File: src/rtl/adc_seq_pkg.sv
// shared constants, field layout and types for the converter sequencer control
package adc_seq_pkg;

   localparam int          SETUP_WIDTH  = 22;
   localparam int          SEL_WIDTH    = 5;
   localparam int          SLOT_COUNT   = 8;
   localparam int          SLOT_BITS    = 3;
   localparam int          RESULT_WIDTH = 12;
   localparam int          KEY_WIDTH    = 16;

   // location of the setup register on the serial register port
   localparam logic [4:0]  SETUP_ADDR   = 5'h11;
   localparam logic [21:0] SETUP_RESET  = 22'h110000;

   // argument value that switches a sequencing mode on
   localparam logic [2:0]  ARG_ENABLE   = 3'h1;
   // key code that triggers conversions
   localparam logic [15:0] CONV_KEY     = 16'h1adc;
   // one bit per selection code that names a node; unlisted codes convert to zero
   localparam logic [31:0] SEL_LISTED   = 32'hffff707f;
   localparam logic [11:0] RESULT_ZERO  = 12'h000;
   localparam logic [2:0]  SLOT_FIRST   = 3'h0;
   localparam logic [2:0]  SLOT_STEP    = 3'h1;

   typedef enum logic [2:0] {
      CMD_DEPTH    = 3'b000,
      CMD_SLOT     = 3'b001,
      CMD_KEY_SEQ  = 3'b010,
      CMD_AUTO_SEQ = 3'b011,
      CMD_SINGLE   = 3'b100,
      CMD_KEY_ARM  = 3'b101,
      CMD_RSVD6    = 3'b110,
      CMD_RSVD7    = 3'b111
   } seq_cmd_t;

   // bit layout of the setup register, msb first
   typedef struct packed {
      logic                 faultInv;
      logic [4:0]           regAddress;
      logic [4:0]           spare;
      seq_cmd_t             cmd;
      logic [2:0]           arg;
      logic [SEL_WIDTH-1:0] sel;
   } setup_reg_t;

   typedef enum logic [1:0] {
      CONV_IDLE = 2'b00,
      CONV_WAIT = 2'b01
   } conv_state_t;

endpackage : adc_seq_pkg

File: src/rtl/adc_sequencer_control.sv
// converter sequencer control behind the setup register
// Behaviour
// - each write to the setup register decodes the operation code in bits 10 to 8.
// - the argument in bits 7 to 5 is read according to the operation code of that write.
// - operation 000 sets the sequence length to the argument plus one slot.
// - operation 001 stores the input selection of that same write into the slot named by the argument.
// - operation 010 enables key sequencing for argument 001 and disables it otherwise.
// - operation 011 enables automatic sequencing for argument 001 and disables it otherwise.
// - operation 100 starts one conversion of the selected input and stops auto sequencing.
// - operation 101 arms single conversions triggered by the key code outside key sequencing.
// - bit 21 reads back the inverse of the fault pin level.
// - bits 20 to 16 read back a fixed register address that writers leave alone.
// - the register sits at location 0x11 and resets to 0x110000.
// - bits 4 to 0 select the converter input and unlisted codes give a zero result.
module adc_sequencer_control
   import adc_seq_pkg::*;
#(
   parameter int SEL_W    = SEL_WIDTH,
   parameter int RESULT_W = RESULT_WIDTH
) (
   input  wire logic                   clock,
   input  wire logic                   rst_b,
   input  wire logic                   regWrite,
   input  wire logic                   regRead,
   input  wire logic [4:0]             regAddr,
   input  wire logic [SETUP_WIDTH-1:0] regWriteData,
   output logic      [SETUP_WIDTH-1:0] regReadData,
   input  wire logic                   keyStrobe,
   input  wire logic [KEY_WIDTH-1:0]   keyCode,
   input  wire logic                   faultPin,
   input  wire logic                   convDone,
   input  wire logic [RESULT_W-1:0]    convResult,
   output logic                        convStart,
   output logic      [SEL_W-1:0]       convSelect,
   output logic                        convBusy,
   output logic      [RESULT_W-1:0]    resultData,
   output logic      [SEL_W-1:0]       resultSelect,
   output logic                        resultValid,
   output logic                        autoSequencing,
   output logic                        keySequencing,
   output logic                        keyArmed
);

   // ---- stored register fields
   setup_reg_t       setup;
   setup_reg_t       next_setup;
   setup_reg_t       writeFields;
   logic             setupWrite;

   // ---- mode and length state
   logic [2:0]       lastSlot;
   logic [2:0]       next_lastSlot;
   logic             next_autoSequencing;
   logic             next_keySequencing;
   logic             next_keyArmed;
   logic             slotWrite;
   logic             pointerRestart;
   logic             singleCommand;

   // ---- pending conversion requests
   logic             keyHit;
   logic             pendSingle;
   logic             next_pendSingle;
   logic [SEL_W-1:0] pendSel;
   logic [SEL_W-1:0] next_pendSel;
   logic             pendSeq;
   logic             next_pendSeq;

   // ---- converter handshake
   conv_state_t        state;
   conv_state_t        next_state;
   logic               next_convStart;
   logic [SEL_W-1:0]   next_convSelect;
   logic               next_convBusy;
   logic [RESULT_W-1:0] next_resultData;
   logic [SEL_W-1:0]   next_resultSelect;
   logic               next_resultValid;
   logic               launchSingle;
   logic               launchSeq;
   logic               seqAdvance;
   logic [2:0]         slotPointer;
   logic [SEL_W-1:0]   slotSel;

   // ---- read port
   logic [SETUP_WIDTH-1:0] next_regReadData;
   setup_reg_t             readImage;

   assign setupWrite  = regWrite && (regAddr == SETUP_ADDR);
   assign writeFields = setup_reg_t'(regWriteData);
   assign keyHit      = keyStrobe && (keyCode == CONV_KEY);

   sequence_slot_table #(
      .SLOTS   (SLOT_COUNT),
      .SEL_W   (SEL_W),
      .INDEX_W (SLOT_BITS)
   ) u_slots (
      .clock       (clock),
      .rst_b       (rst_b),
      .slotWrite   (slotWrite),
      .slotIndex   (writeFields.arg),
      .slotSel     (writeFields.sel),
      .advance     (seqAdvance),
      .restart     (pointerRestart),
      .lastSlot    (lastSlot),
      .slotPointer (slotPointer),
      .currentSel  (slotSel)
   );

   // register field storage
   always_comb begin
      next_setup = setup;
      if (setupWrite) begin
         // address and fault bits are never written
         next_setup.spare = writeFields.spare;
         next_setup.cmd   = writeFields.cmd;
         next_setup.arg   = writeFields.arg;
         next_setup.sel   = writeFields.sel;
      end
   end

   always_ff @(posedge clock or negedge rst_b) begin
      if (!rst_b) begin
         setup <= setup_reg_t'(SETUP_RESET);
      end else begin
         setup <= next_setup;
      end
   end

   // command decode; the argument meaning follows the code of the same write
   always_comb begin
      next_lastSlot       = lastSlot;
      next_autoSequencing = autoSequencing;
      next_keySequencing  = keySequencing;
      next_keyArmed       = keyArmed;
      slotWrite           = 1'b0;
      pointerRestart      = 1'b0;
      singleCommand       = 1'b0;
      if (setupWrite) begin
         unique case (writeFields.cmd)
            CMD_DEPTH: begin
               next_lastSlot  = writeFields.arg;
               pointerRestart = 1'b1;
            end
            CMD_SLOT: begin
               slotWrite = 1'b1;
            end
            CMD_KEY_SEQ: begin
               // key sequencing on only for 001
               next_keySequencing = (writeFields.arg == ARG_ENABLE);
               pointerRestart     = !keySequencing && next_keySequencing;
            end
            CMD_AUTO_SEQ: begin
               // auto sequencing on only for 001
               next_autoSequencing = (writeFields.arg == ARG_ENABLE);
               pointerRestart      = !autoSequencing && next_autoSequencing;
            end
            CMD_SINGLE: begin
               next_autoSequencing = 1'b0;
               singleCommand       = 1'b1;
            end
            CMD_KEY_ARM: begin
               next_keyArmed = 1'b1;
            end
            CMD_RSVD6, CMD_RSVD7: begin
               // reserved codes leave every mode untouched
               next_keyArmed = keyArmed;
            end
         endcase
      end
   end

   always_ff @(posedge clock or negedge rst_b) begin
      if (!rst_b) begin
         lastSlot       <= SLOT_FIRST;
         autoSequencing <= 1'b0;
         keySequencing  <= 1'b0;
         keyArmed       <= 1'b0;
      end else begin
         lastSlot       <= next_lastSlot;
         autoSequencing <= next_autoSequencing;
         keySequencing  <= next_keySequencing;
         keyArmed       <= next_keyArmed;
      end
   end

   // pending requests; a new request in the cycle it is taken wins over the clear
   always_comb begin
      next_pendSingle = pendSingle;
      next_pendSel    = pendSel;
      next_pendSeq    = pendSeq;
      if (launchSingle) begin
         next_pendSingle = 1'b0;
      end
      if (launchSeq) begin
         next_pendSeq = 1'b0;
      end
      // immediate conversion of the selection just written
      if (singleCommand) begin
         next_pendSingle = 1'b1;
         next_pendSel    = writeFields.sel;
      end else if (keyHit && !keySequencing && keyArmed) begin
         // key conversion of the current selection
         next_pendSingle = 1'b1;
         next_pendSel    = setup.sel;
      end
      if (keyHit && keySequencing) begin
         next_pendSeq = 1'b1;
      end
   end

   always_ff @(posedge clock or negedge rst_b) begin
      if (!rst_b) begin
         pendSingle <= 1'b0;
         pendSel    <= '0;
         pendSeq    <= 1'b0;
      end else begin
         pendSingle <= next_pendSingle;
         pendSel    <= next_pendSel;
         pendSeq    <= next_pendSeq;
      end
   end

   // single requests go first so a sequence cannot starve a software request
   assign launchSingle = (state == CONV_IDLE) && pendSingle;
   assign launchSeq    = (state == CONV_IDLE) && !pendSingle && pendSeq;
   // sequenced launches step the slot pointer
   assign seqAdvance   = (state == CONV_IDLE) && !pendSingle
                         && (pendSeq || autoSequencing);

   // converter handshake
   always_comb begin
      next_state        = state;
      next_convStart    = 1'b0;
      next_convSelect   = convSelect;
      next_convBusy     = convBusy;
      next_resultData   = resultData;
      next_resultSelect = resultSelect;
      next_resultValid  = 1'b0;
      unique case (state)
         CONV_IDLE: begin
            if (launchSingle) begin
               next_convStart  = 1'b1;
               next_convSelect = pendSel;
               next_convBusy   = 1'b1;
               next_state      = CONV_WAIT;
            end else if (seqAdvance) begin
               // convert the slot under the pointer
               next_convStart  = 1'b1;
               next_convSelect = slotSel;
               next_convBusy   = 1'b1;
               next_state      = CONV_WAIT;
            end
         end
         CONV_WAIT: begin
            if (convDone) begin
               if (SEL_LISTED[convSelect]) begin
                  next_resultData = convResult;
               end else begin
                  next_resultData = RESULT_ZERO;
               end
               next_resultSelect = convSelect;
               next_resultValid  = 1'b1;
               next_convBusy     = 1'b0;
               next_state        = CONV_IDLE;
            end
         end
      endcase
   end

   always_ff @(posedge clock or negedge rst_b) begin
      if (!rst_b) begin
         state        <= CONV_IDLE;
         convStart    <= 1'b0;
         convSelect   <= '0;
         convBusy     <= 1'b0;
         resultData   <= RESULT_ZERO;
         resultSelect <= '0;
         resultValid  <= 1'b0;
      end else begin
         state        <= next_state;
         convStart    <= next_convStart;
         convSelect   <= next_convSelect;
         convBusy     <= next_convBusy;
         resultData   <= next_resultData;
         resultSelect <= next_resultSelect;
         resultValid  <= next_resultValid;
      end
   end

   // read port; other addresses belong to other blocks and read as zero here
   always_comb begin
      readImage          = setup;
      readImage.faultInv = !faultPin;
      readImage.regAddress = SETUP_ADDR;
      next_regReadData   = regReadData;
      if (regRead) begin
         if (regAddr == SETUP_ADDR) begin
            next_regReadData = readImage;
         end else begin
            next_regReadData = '0;
         end
      end
   end

   always_ff @(posedge clock or negedge rst_b) begin
      if (!rst_b) begin
         regReadData <= '0;
      end else begin
         regReadData <= next_regReadData;
      end
   end

endmodule : adc_sequencer_control

File: src/rtl/sequence_slot_table.sv
// sequence slot store with the wrapping slot pointer
module sequence_slot_table
   import adc_seq_pkg::*;
#(
   parameter int SLOTS   = SLOT_COUNT,
   parameter int SEL_W   = SEL_WIDTH,
   parameter int INDEX_W = SLOT_BITS
) (
   input  wire logic               clock,
   input  wire logic               rst_b,
   input  wire logic               slotWrite,
   input  wire logic [INDEX_W-1:0] slotIndex,
   input  wire logic [SEL_W-1:0]   slotSel,
   input  wire logic               advance,
   input  wire logic               restart,
   input  wire logic [INDEX_W-1:0] lastSlot,
   output logic      [INDEX_W-1:0] slotPointer,
   output logic      [SEL_W-1:0]   currentSel
);

   logic [SEL_W-1:0]   slots      [SLOTS];
   logic [SEL_W-1:0]   next_slots [SLOTS];
   logic [INDEX_W-1:0] next_slotPointer;

   genvar i;
   generate
      for (i = 0; i < SLOTS; i++) begin : g_slot
         always_comb begin
            next_slots[i] = slots[i];
            if (slotWrite && slotIndex == INDEX_W'(i)) begin
               next_slots[i] = slotSel;
            end
         end

         always_ff @(posedge clock or negedge rst_b) begin
            if (!rst_b) begin
               slots[i] <= '0;
            end else begin
               slots[i] <= next_slots[i];
            end
         end
      end
   endgenerate

   always_comb begin
      next_slotPointer = slotPointer;
      if (restart) begin
         next_slotPointer = SLOT_FIRST;
      end else if (advance) begin
         if (slotPointer >= lastSlot) begin
            next_slotPointer = SLOT_FIRST;
         end else begin
            next_slotPointer = slotPointer + SLOT_STEP;
         end
      end
   end

   always_ff @(posedge clock or negedge rst_b) begin
      if (!rst_b) begin
         slotPointer <= SLOT_FIRST;
      end else begin
         slotPointer <= next_slotPointer;
      end
   end

   assign currentSel = slots[slotPointer];

endmodule : sequence_slot_table

File: config.mk
export PLATFORM = sky130hd
export DESIGN_NAME = adc_sequencer_control
export DESIGN_NICKNAME = d
export VERILOG_FILES = /design/src/rtl/adc_seq_pkg.sv /design/src/rtl/adc_sequencer_control.sv /design/src/rtl/sequence_slot_table.sv
export SDC_FILE = /design/constraint.sdc
export NUM_CORES = 1
export LEC_CHECK = 0
export ABC_AREA = 1
export BUFFER_PORTS_ARGS = -buffer_cell sky130_fd_sc_hd__buf_2
export CORE_ASPECT_RATIO = 1.1
export CORE_MARGIN = 8
export CORE_UTILIZATION = 52
export CTS_CLUSTER_DIAMETER = 120
export DETAILED_ROUTE_END_ITERATION = 6
export HOLD_SLACK_MARGIN = 0.1
export PLACE_DENSITY = 0.77
export SLEW_MARGIN = 20
export SYNTH_ARGS = -nofsm -noshare
export SYNTH_HDL_FRONTEND = slang
export SYNTH_SLANG_ARGS = --single-unit
export TNS_END_PERCENT = 20
File: constraint.sdc
create_clock -name clock -period 3.02 [get_ports clock]
set_input_delay 0.604 -clock clock [delete_from_list [all_inputs] [get_ports clock]]
set_output_delay 0.604 -clock clock [all_outputs]
set_load 0.01 [all_outputs]
=== After elaboration in Yosys (flattened, before gate mapping) ===
Memories as Yosys holds them, arrays and structs flattened.
Cells that the tools add are included.

* Mux-type cells: 38
* $add $sub $neg: 1
* Equality and inequality tests: 17
* $lt $le $gt $ge: 3
* Reductions and logical operators: 40
* Bitwise operators: 1

{| class="wikitable"
|+ Operators by type and width
! kind !! number
|-
| 5-bit 2-to-1 mux || 6
|-
| 22-bit 2-to-1 mux || 1
|-
| 1-bit logical AND || 19
|-
| 1-bit 2-to-1 mux || 19
|-
| 3-bit equality test (second input constant) || 6
|-
| 16-bit by 13-bit equality test with 1-bit output (second input constant) || 1
|-
| 5-bit binary-select mux with 3-bit select || 1
|-
| 2-bit AND reduction || 7
|-
| 3-bit by 2-bit equality test with 1-bit output (second input constant) || 4
|-
| 12-bit 2-to-1 mux || 1
|-
| 2-bit nonzero test || 5
|-
| 3-bit 2-to-1 mux || 3
|-
| 3-bit by 1-bit equality test with 1-bit output (second input constant) || 2
|-
| 3-bit zero test || 2
|-
| 5-bit by 6-bit less-than comparator with 1-bit output (second input constant) || 1
|-
| 2-bit 2-to-1 mux || 3
|-
| 5-bit equality test (second input constant) || 1
|-
| 4-bit >= comparator (second input constant) || 1
|-
| 1-bit zero test || 4
|-
| 3-bit NOT with 4-bit output || 1
|-
| 1-bit one-hot mux with 2 select lines || 2
|-
| 2-bit one-hot mux with 2 select lines || 1
|-
| 3-bit by 1-bit adder with 3-bit output (second input constant) || 1
|-
| 3-bit >= comparator || 1
|-
| 7 further kinds || 7
|}

* Output and inout port bits: 50
* Word-level logic and storage cells: 129
* ROM bits: 32
* Flip-flop bits (word level): 121
* Bits of input ports: 62
* Memories: 1

{| class="wikitable"
|+ Memory list
! name !! words !! width !! rd ports !! clocked after Yosys merged registers in !! write ports !! RTL line !! RTL
|-
| (no name shown) || 32 || 1 || 1 || 0 || 0 || adc_sequencer_control.sv:256 || <nowiki>if (SEL_LISTED[convSelect]) begin</nowiki>
|}

=== Depth between registers and ports, before layout ===
Gate-level depths: netlist of run 1.

* Depth after elaboration: 6
* Mapped depth: 10

=== Hierarchy ===
A second synthesis of run 1 with hierarchy kept.

* Cell total of the unflattened synthesis: 651
* Area, all modules: 5286.3 um^2

{| class="wikitable"
|+ Modules (own cells, without submodules)
! module !! cells each !! instances !! area an instance (um^2) !! sequential area each (um^2)
|-
| adc_sequencer_control || 361 || 1 || 3135.5 || 1801.7
|-
| sequence_slot_table || 290 || 1 || 2150.8 || 1076.0
|}

=== Worst setup path before layout of run 1 ===
Ideal clock, no wire load.

* Kind: input to register
* Start point: input port regAddr[3]
* End point: register u_slots.slots[10] (netlist name)
* Setup time: 0.127 ns
* Data required time: 2.893 ns
* Arrival time: 1.536 ns
* Path slack: 1.357 ns
* Path buffers: 1
* Cell stages on the path: 9
* Cells stage by stage: nor2_1 > nand2_1 > nor2_4 > nand2_4 > inv_2 > buf_8 > nand3_4 > nand2_1 > o21ai_1

* Word-level cells in the longest chain between the ends: 4

{| class="wikitable"
|+ Ends and longest elaborated chain
! what !! RTL line !! RTL
|-
| start, declared || adc_sequencer_control.sv:25 || <nowiki>input wire logic [4:0] regAddr,</nowiki>
|-
| 5-bit equality test || adc_sequencer_control.sv:88 || <nowiki>assign setupWrite = regWrite && (regAddr == SETUP_ADDR);</nowiki>
|-
| 1-bit logical AND || adc_sequencer_control.sv:88 ||
|-
| 1-bit 2-to-1 mux || adc_sequencer_control.sv:138 || <nowiki>if (setupWrite) begin</nowiki>
|-
| 1-bit logical AND || sequence_slot_table.sv:30 || <nowiki>if (slotWrite && slotIndex == INDEX_W'(i)) begin</nowiki>
|-
| end signal, assigned by index || sequence_slot_table.sv:39 || <nowiki>slots[i] <= next_slots[i];</nowiki>
|-
| end, declared || sequence_slot_table.sv:21 || <nowiki>logic [SEL_W-1:0] slots [SLOTS];</nowiki>
|}

Every way passes these cells.
A chain may end at the register's enable or synchronous reset.

=== Final worst setup path of run 1 ===
* Start point: register u_slots.slotPointer[1]
* End point: register u_slots.slotPointer[2]

* Word-level cells in the longest chain between the ends: 4
* Elaborated cells between the ends (all ways): 5
* Classes of those cells: add/sub: 1; order compare: 1; mux: 3

{| class="wikitable"
|+ Ends and longest elaborated chain
! what !! RTL line !! RTL
|-
| start, declared || sequence_slot_table.sv:17 || <nowiki>output logic [INDEX_W-1:0] slotPointer,</nowiki>
|-
| start signal, assigned || sequence_slot_table.sv:62 || <nowiki>slotPointer <= next_slotPointer;</nowiki>
|-
| 3-bit by 1-bit adder with 3-bit output / 3-bit >= comparator (equally long branches) || sequence_slot_table.sv:53, sequence_slot_table.sv:50 ||
|-
| 3-bit 2-to-1 mux (*) || sequence_slot_table.sv:50 || <nowiki>if (slotPointer >= lastSlot) begin</nowiki>
|-
| 3-bit 2-to-1 mux (*) || sequence_slot_table.sv:49 || <nowiki>end else if (advance) begin</nowiki>
|-
| 3-bit 2-to-1 mux (*) || sequence_slot_table.sv:47 || <nowiki>if (restart) begin</nowiki>
|}

Mark *: on every way between the ends. The rest lies on a longest branch, timed or not. The select of a mux whose other input is x is not followed.

==> results.md, run 1 <==
* Hpwl dp at slightly above 9000 um
* Switching share of power at roughly 25%
* Synth Area in Simple Gates at roughly 25%
* Filler Cell Count at roughly 790
* Placed cell area at about 0.0058 mm2
* Post-synth EDFFs at 0
* Most frequent cell after synthesis: nand2_1
* Crit-path cells: ha_1 > nand3_1 > nand3_1 > nand3b_1 > nand2_1 > nand2_1 > inv_1
* Crit path depth at 7
* Ranking of synthesized cells by area: dfrtp_1, nand2_1, o21ai_0
* Drt pass-1 iters at 5
* Met2 WL at roughly 6400 um
* Via count at about 4,500
* Gpl congestion at between 0.8 and 0.9
* Max-slew violation count at 0
* Synth Flop Type: dfrtp_1
* Worst R2R Path Depth at 7
* Layout Nets at about 780
* CTS Buf Count at 17
* Main combinational cell family by area after synthesis: simple AND/OR/NAND/NOR gates
* Worst setup margin at roughly 1.2 ns
* Design Area, Final at 0.00652 mm2
* Worst reg2reg path startpoint: u_slots.slotPointer[1]
* Clock root cell: clkbuf_8
* DRT antenna net count at 0
* Post-Syn Area per Cell at roughly 8.6 um2
* Psw at around 1.2 mW
* Setup Fix Bufs, Post-CTS at 0
* Initial antenna violation count at 0
* Synth cell count leaders: nand2_1, dfrtp_1, inv_1, nor2_1, o21ai_0
* Top sig layer: met4
* Setup Skew at 0.00551 ns
* Post-CTS resize count at 0
* Setup TNS at 0 ns
* Final Hold Fails at 0
* Post-synthesis xor/xnor area fraction at less than 1%
* Synth warn at 0
* Crit end category: flip-flop
* Multi-input logic area at between 0.002 and 0.0025 mm2
* Max stage delay on crit path at around 0.8 ns
* Worst skew pair latency at between 0.5 and 0.6 ns
* Crit Path Class: flip-flop to flip-flop
* Tot Pwr at ~4.8 mW
* DRC at 0
* Vias per cell at between 5 and 6
* Synth Area in Adders at 0.957%
* Die Span X at approximately 110 um
* Worst-path clk slew at approximately 0.05 ns
* Setup violators final at 0
* Crit path launch: u_slots.slotPointer[1]
* Logic pwr share at between 10% and 20%
* Met3 wire len at 884 um
* Post-synthesis mux area share at 0%
* Synth top area share at between 50% and 60%
* Pre-CTS WS at 0.802 ns
* Mapped Cells at 607
* Reg power frac at around two fifths
* Antenna diodes at 0
* FF-to-FF setup slack at 1.19 ns
* #FFs+latches synth at about 120
* P_int at approximately 3.6 mW
* Status: finished clean
* Lkg Pwr at about 3.3 nW
* Die area at roughly 0.014 mm2
* Minimum clock period at between 1.5 and 2 ns
* GRT Overall Usage at between 20% and 30%
* CTS HTree Levels at 4
* Register area at 0.00288 mm2
* Post-CTS Hold Buffers at 0
* CP max FO at 22
* Worst hold path class: primary input to asynchronous set/reset pin
* Area leader, netlist: dfrtp_1
* Layout cells sized above 1 at 21.3%
* Compound-gate portion of the synthesized area at between 10% and 20%
* First-pass GRT wire length at 21,900 um
* Largest net degree at the start of global routing at 73
* FF-to-FF End: u_slots.slotPointer[2]
* Rows at 38
* Cell family with most CP delay: flip-flops
* GRT overflow at 0
* Ys async rst share at 100%
* Mapped Area at 0.00523 mm2
* Required time worst endpoint at around 3.5 ns
* Buffers and inverters on the worst path at 1
* IO Pins at roughly 110
* Yosys cell types at 33
* Final worst-path cycle share at between 60 and 70%
* Worst setup endpoint: u_slots.slotPointer[2]
* Avg WL per Cell at between 15 and 20 um
* Max_slew headroom at 40.0%
* CTS tree: done
* Sink Count at between 100 and 150
* Fmax at about 550 MHz
* Final Routed Wirelength at approximately 13,000 um
* Power per Cell Area at 733 mW/mm2
* DRT iter0 DRCs at 320
* Setup crit start kind: flip-flop
* Worst slew pin tran at between 0.8 and 0.9 ns
* Sequential area share after synthesis at a little under three fifths
* RSZ-0062 raised after global routing: false
* Area Growth Syn to Fin at 24.6%
* PortBufs at approximately 100
* Maximum VDD drop at 0.380 mV
* Crit path DAT at ~2.3 ns
* Power share of the clock group at between 40% and 50%
* M1 wire length at between 5000 and 6000 um
* Crit-path slowest cell: dfrtp_1
* Max Cap Viol at 0
* Clock Tree Buf Depth at 2
* Initial Util at 53.2%
* Core ar. at roughly 0.01 mm2
* DIE HEIGHT at about 120 um
* Vias in the first global route at 4,584
## power groups by stage
stage,logic (mW),clock network [mW],registers [mW]
final,0.691,2.26,1.83
after global routing,0.782,2.35,1.84
after CTS,0.701,2.28,1.82
after floorplan,0.332,0,1.90
after detailed placement,0.692,0,1.85
after global placement,0.671,0,1.84
## cells in the final DEF (no fill, tap or decap), types with 4 or more instances in the layout
cell type and count:
o22ai_1 7, o21ai_1 45, inv_1 57, dfrtp_1 115, clkbuf_8 5, nand3_1 43, nor2_1 48, buf_2 101
a22oi_1 4, o21ai_0 48, ha_1 4, clkbuf_16 16, nand2_1 166, buf_4 6, o211ai_1 10, nand3_4 7
nand4_1 6, bufinv_16 6
## state kept, by name (all words and copies together) (netlist names)
signal and count:
pendSel 5, pendSingle 1, u_slots.slotPointer 3, readImage 16, resultValid 1, convSelect 5, lastSlot 3, keyArmed 1
keySequencing 1, resultSelect 5, convBusy 1, u_slots.slots 40, resultData 12, regReadData 18, autoSequencing 1, pendSeq 1
convStart 1
## per-layer routing
layer / track usage [%] / up-vias
met5: 0 / -
met4: 9.67 / 0
met3: 5.77 / 32
met2: 34.7 / 169
met1: 22.6 / 2125
li1: - / 2192
## worst min path at each step
| stage | startpoint | endpoint | slack, ns | cells after the start |
|---|---|---|---|---|
| floorplan | rst_b | autoSequencing | 0.31 | 0 |
| finish | rst_b | readImage[2] | 0.22 | 1 |
| detailed placement | resultSelect[0] | resultSelect[0] | 0.47 | 2 |
| global placement | resultData[1] | resultData[1] | 0.46 | 2 |
| global route | rst_b | regReadData[2] | 0.28 | 1 |
| CTS | rst_b | readImage[2] | 0.25 | 1 |
## per-stage QoR
stage	std cells	hold slack [ns]	utilization [%]
floorplan	609	0.308	-
global placement	814	0.458	59.4
detailed placement	814	0.466	59.4
CTS	846	0.251	66.2
global route	846	0.275	66.2
finish	846	0.223	66.2
## layout make-up
type	count	area share (%)
Sequential cell	115	44.2
Clock buffer	23	7.31
Inverter	60	3.46
Multi-Input combinational cell	411	31.0
Tap cell	120	2.30
Timing Repair Buffer	108	8.75
Clock inverter	9	3.03
## cells by family after synthesis
kind of cell    Yosys count
simple gates            285
compound gates          118
flops                   115
buf+inv                  83
fa+ha+maj                 4
xor+xnor                  1
other cells               1
Note: power is estimated with default switching activity, not from simulation.
==> run 2: changes to the inputs <==
==> constraint.sdc (replaced) <==
create_clock -name clock -period 1.7 [get_ports clock]
set_input_delay 0.34 -clock clock [delete_from_list [all_inputs] [get_ports clock]]
set_output_delay 0.34 -clock clock [all_outputs]
set_load 0.01 [all_outputs]
==> run 2 against run 1 <==
- non-clock buffer count is 29 higher
- first-iteration DRC count is 21% higher
- power up 61%
- clock-buffer cell count up 1
- cell count rose by 3.2%
- sequential power is 77% higher
- design area rose by 2.4%
- routed wire length grew 4.3%
- clock power is 40% higher
- via count up 3.8%
- setup slack worse by 1.0 ns
- critical path type unchanged
- largest cell class unchanged
==> results.md, run 2 (same netlist as run 1, synthesis figures left out) <==
* Commonest non-fill, non-tap cell in the layout: nand2_1
* Via count at between 4,000 and 5,000
* Minimum clock period at between 1.5 and 2 ns
* IO Pins at 112
* Switching share of power at 27.6%
* Worst skew pair latency at roughly 0.51 ns
* Max_slew headroom at a little under half
* Most frequent cells in the layout: nand2_1, dfrtp_1, buf_2
* GRT Overall Usage at about a fifth
* Required time worst endpoint at between 2 and 2.5 ns
* Sink Count at about 120
* Hpwl dp at about 9600 um
* Layout cells sized above 1 at a little over a fifth
* DIE HEIGHT at about 120 um
* Area Growth Syn to Fin at 27.6%
* Crit Path Class: flip-flop to flip-flop
* Worst R2R Path Depth at 8
* Crit end category: flip-flop
* CTS HTree Levels at 4
* GRT overflow at 0
* Final worst-path cycle share at roughly nine tenths
* Largest reg by FF count: u_slots.slots
* Die area at about 0.014 mm2
* P_int at 5.58 mW
* First-pass GRT wire length at 23,300 um
* Fmax at about 660 MHz
* Core ar. at 0.00984 mm2
* Hold_ws at approximately 0.16 ns
* Drt pass-1 iters at 5
* Initial antenna violation count at 0
* Worst slew pin tran at ~0.8 ns
* PortBufs at around 100
* Worst hold path class: primary input to flip-flop
* Antenna diodes at 0
* Maximum VDD drop at 0.862 mV
* Non-filler cells, final at about 870
* Setup TNS at 0 ns
* Max Cap Viol at 0
* Die Span X at about 110 um
* Power per Cell Area at 1150 mW/mm2
* Max-slew violation count at 0
* RSZ-0062 raised after global routing: false
* Worst-path clk slew at about 0.050 ns
* CP max FO at 8
* Logic pwr share at roughly 17%
* Psw at about 2.1 mW
* Setup violators final at 0
* Post-Route Utilization at 67.8%
* Crit path DAT at between 1.5 and 2 ns
* Power share of the clock group at 41.0%
* Post-Place Cells at between 800 and 900
* Largest net degree at the start of global routing at 38
* Vias per cell at roughly 5.4
* DRC at 0
* CTS tree: done
* Setup crit start kind: flip-flop
* Final Routed Wirelength at approximately 14,000 um
* Vias in the first global route at ~4,900
* Final Hold Fails at 0
* DRT iter0 DRCs at 386
* Lkg Pwr at approximately 3.4 nW
* Max reg flops at 40
* Setup Skew at ~0.0062 ns
* Initial Util at between 50% and 60%
* DRT antenna net count at 0
* Reg power frac at 42.1%
* FF-to-FF setup slack at about 0.18 ns
* Hold path cells at 3
* Rows at 38
* Gpl congestion at between 0.8 and 0.9
* Avg WL per Cell at around 16 um
* Clock Tree Buf Depth at 2
* Clock root cell: clkbuf_8
* CTS Buf Count at 17
* Layout Nets at about 810
* Status: finished clean
* Setup Fix Bufs, Post-CTS at 0
run 2: worst max-delay path, cell delays in order (launching register included):
cell      delay [ns]
dfrtp_1         0.38
inv_1           0.24
ha_1            0.29
nand3_1         0.10
nand3_1         0.11
nand3b_1        0.17
nand2_1         0.07
nand2_1         0.05
inv_1           0.05
run 2: metal layers:
layer,global-route usage [%],routed length [um]
met5,0,0
met4,9.50,306
met3,6.57,871
met2,35.9,6680
met1,24.9,5690
run 2: cell type report:
cell class	count	area, um2
Clock buffer	24	470
Clock inverter	6	55.1
Fill cell	748	3170
Inverter	60	225
Multi-Input combinational cell	411	2020
Sequential cell	115	2880
Tap cell	120	150
Timing Repair Buffer	137	876
run 2: through the flow:
step                area, um2  power (mW)  worst slack (ns)
detailed placement       5950        4.54             0.105
floorplan                5240        3.96             0.144
global placement         5950        4.49             0.156
CTS                      6670        7.75             0.175
global route             6670        8.09            0.0522
finish                   6670        7.71             0.183
run 2: power by group through the flow:
stage          Combinational [mW]  Sequential, mW  Clock [mW]
2_1_floorplan               0.590            3.37           0
3_3_place_gp                 1.22            3.26           0
3_5_place_dp                 1.26            3.28           0
4_1_cts                      1.31            3.24        3.20
5_1_grt                      1.47            3.27        3.34
6_report                     1.30            3.24        3.16
run 2: repair_timing:
action / in CTS / in global routing
hold endpoints to repair: 53 / 0
gates resized for setup: 0 / 0
hold buffers: 20 / 0
run 2: path summary, 6_finish.rpt:
check,startpoint,to
worst max-delay path,u_slots.slotPointer[0],u_slots.slotPointer[2]
worst min-delay path,regWriteData[6],lastSlot[1]
max in group asynchronous,rst_b,u_slots.slots[34]
min in group asynchronous,rst_b,regReadData[2]
worst min register to register,resultSelect[1],resultSelect[1]
worst max register to register,u_slots.slotPointer[0],u_slots.slotPointer[2]
==> run 3: changes to the inputs <==
--- a/config.mk
+++ b/config.mk
@@ -13,6 +13,7 @@
 export CTS_CLUSTER_DIAMETER = 120
 export DETAILED_ROUTE_END_ITERATION = 6
 export HOLD_SLACK_MARGIN = 0.1
+export MAX_ROUTING_LAYER = met4
 export PLACE_DENSITY = 0.77
 export SLEW_MARGIN = 20
 export SYNTH_ARGS = -nofsm -noshare
==> run 3 against run 2 <==
- critical endpoint unchanged
- register-to-register slack about the same
- sequential cell count unchanged
- hold slack better by 0.0081 ns
- utilization unchanged
- die area unchanged
- setup slack better by 0.0010 ns
- non-clock buffer count unchanged
==> results.md, run 3 (same netlist as run 1, synthesis figures left out) <==
* Crit-path slowest cell: dfrtp_1
* CP max FO at 8
* Antenna diodes at 0
* Worst setup endpoint: u_slots.slotPointer[2]
* Pre-CTS WS at between 0.1 and 0.15 ns
* Status: finished clean
* Required time worst endpoint at 2.15 ns
* Crit Path Class: flip-flop to flip-flop
* DRT antenna net count at 0
* Multi-input logic area at ~0.002 mm2
* Setup violators final at 0
* Crit path depth at 8
* Worst reg2reg path startpoint: u_slots.slotPointer[0]
* Hpwl dp at ~9600 um
* Lkg Pwr at approximately 3.4 nW
* First-pass GRT wire length at 23,300 um
* Via count at between 4,000 and 5,000
* Worst-path clk slew at 0.05 ns
* Power per Cell Area at approximately 1200 mW/mm2
* Worst hold path class: primary input to flip-flop
* Register area at roughly 0.0029 mm2
* Die area at 0.0135 mm2
* Commonest non-fill, non-tap cell in the layout: nand2_1
* CTS Buf Count at 17
* Largest net degree at the start of global routing at 38
* Cell family with most CP delay: simple AND/OR/NAND/NOR gates
* Minimum clock period at about 1.5 ns
* Area Growth Syn to Fin at 27.6%
* CTS tree: done
* IO Pins at about 110
* Gpl congestion at between 0.8 and 0.9
* Max stage delay on crit path at 0.38 ns
* Final Routed Wirelength at around 14,000 um
* Drt pass-1 iters at 5
* Vias in the first global route at 4,868
* Most frequent cells in the layout: nand2_1, dfrtp_1, buf_2
* Clock root cell: clkbuf_8
* Max Cap Viol at 0
* Final Hold Fails at 0
* Initial antenna violation count at 0
* DIE HEIGHT at approximately 120 um
* Worst slew pin tran at slightly above 0.8 ns
* Clock Tree Buf Depth at 2
* Maximum VDD drop at between 0.8 and 0.9 mV
* Buffers and inverters on the worst path at 2
* Worst R2R Path Depth at 8
* Initial Util at a little over half
* DRT iter0 DRCs at slightly below 500
* Worst setup margin at between 0.15 and 0.2 ns
* Crit end category: flip-flop
* Crit-path cells: inv_1 > ha_1 > nand3_1 > nand3_1 > nand3b_1 > nand2_1 > nand2_1 > inv_1
* RSZ-0062 raised after global routing: false
* Hold_ws at between 0.15 and 0.2 ns
* Rows at 38
* Core ar. at 0.00984 mm2
* Layout Nets at between 800 and 900
* Filler Cell Count at about 750
* Setup TNS at 0 ns
* DRC at 0
* Largest reg by FF count: u_slots.slots
* Fmax at 660 MHz
* Max-slew violation count at 0
* Sink Count at about 120
* FF-to-FF End: u_slots.slotPointer[2]
* Max_slew headroom at between 40% and 50%
* CTS HTree Levels at 4
* Crit path launch: u_slots.slotPointer[0]
* Die Span X at roughly 110 um
* Setup crit start kind: flip-flop
* Placed cell area at 0.00595 mm2
* GRT Overall Usage at 22.0%
* PortBufs at 102
* GRT overflow at 0
* Design Area, Final at roughly 0.0067 mm2
* Vias per cell at around 5.3
* Layout cells sized above 1 at between 20% and 30%
* Crit path DAT at ~2.0 ns
* Setup Skew at between 0.007 and 0.008 ns
* Max reg flops at 40
* Avg WL per Cell at about 16 um
* Final worst-path cycle share at roughly 90%
* Worst skew pair latency at ~0.51 ns
* FF-to-FF setup slack at 0.18 ns
-- run 3: cell counts in the layout (fill, tap and decap cells not counted) --
No cell type changed its count.
-- run 3: layer usage --
layer	track usage, %	vias up	part of all wire (%)
li1	-	2251	-
met1	25.2	2229	43
met2	35.9	157	50
met3	6.07	19	5.8
met4	9.50	0	1.7
met5	-	-	0
-- run 3: cell type report --
class,count,area share (%)
sequential,115,43.1
multi-input combinational,411,30.3
timing repair buffer,137,13.1
clock buffer,24,7.05
inverter,60,3.37
tap,120,2.25
clock inverter,6,0.825
-- run 3: how the worst min path moves through the flow --
| stage | startpoint | endpoint | slack (ns) | depth (start not counted) |
|---|---|---|---|---|
| 3_3_place_gp | rst_b | regReadData[2] | 0.33 | 1 |
| 6_report | regWriteData[6] | lastSlot[1] | 0.17 | 3 |
| 4_1_cts | regWriteData[6] | lastSlot[1] | 0.14 | 3 |
| 3_5_place_dp | rst_b | regReadData[2] | 0.34 | 1 |
| 5_1_grt | regWriteData[6] | lastSlot[1] | 0.16 | 3 |
| 2_1_floorplan | rst_b | autoSequencing | 0.04 | 0 |
-- run 3: metrics by stage --
stage	instances	power, mW	utilization [%]
after detailed placement	823	4.54	60.4
after global placement	823	4.49	60.4
after CTS	873	7.75	67.8
after global routing	873	8.09	67.8
after floorplan	609	3.96	-
final	873	7.70	67.8
-- run 3: repair_timing --
action                                  in CTS  in global routing
buffers inserted                             0                  0
hold buffers                                20                  0
resized for setup                            0                  0
endpoints found under the hold margin       53                  0
endpoints found under the setup margin       0                  0
-- run 3: worst min-delay path: cells and delay by family --
family          cells  cell delay, ns
compound gates      1            0.08
buf+inv             2            0.22
-- run 3: power by group --
group	total [mW]	switching [mW]	internal, mW
sequential	3.24	0.184	3.06
combinational	1.30	0.799	0.505
clock	3.16	1.14	2.02
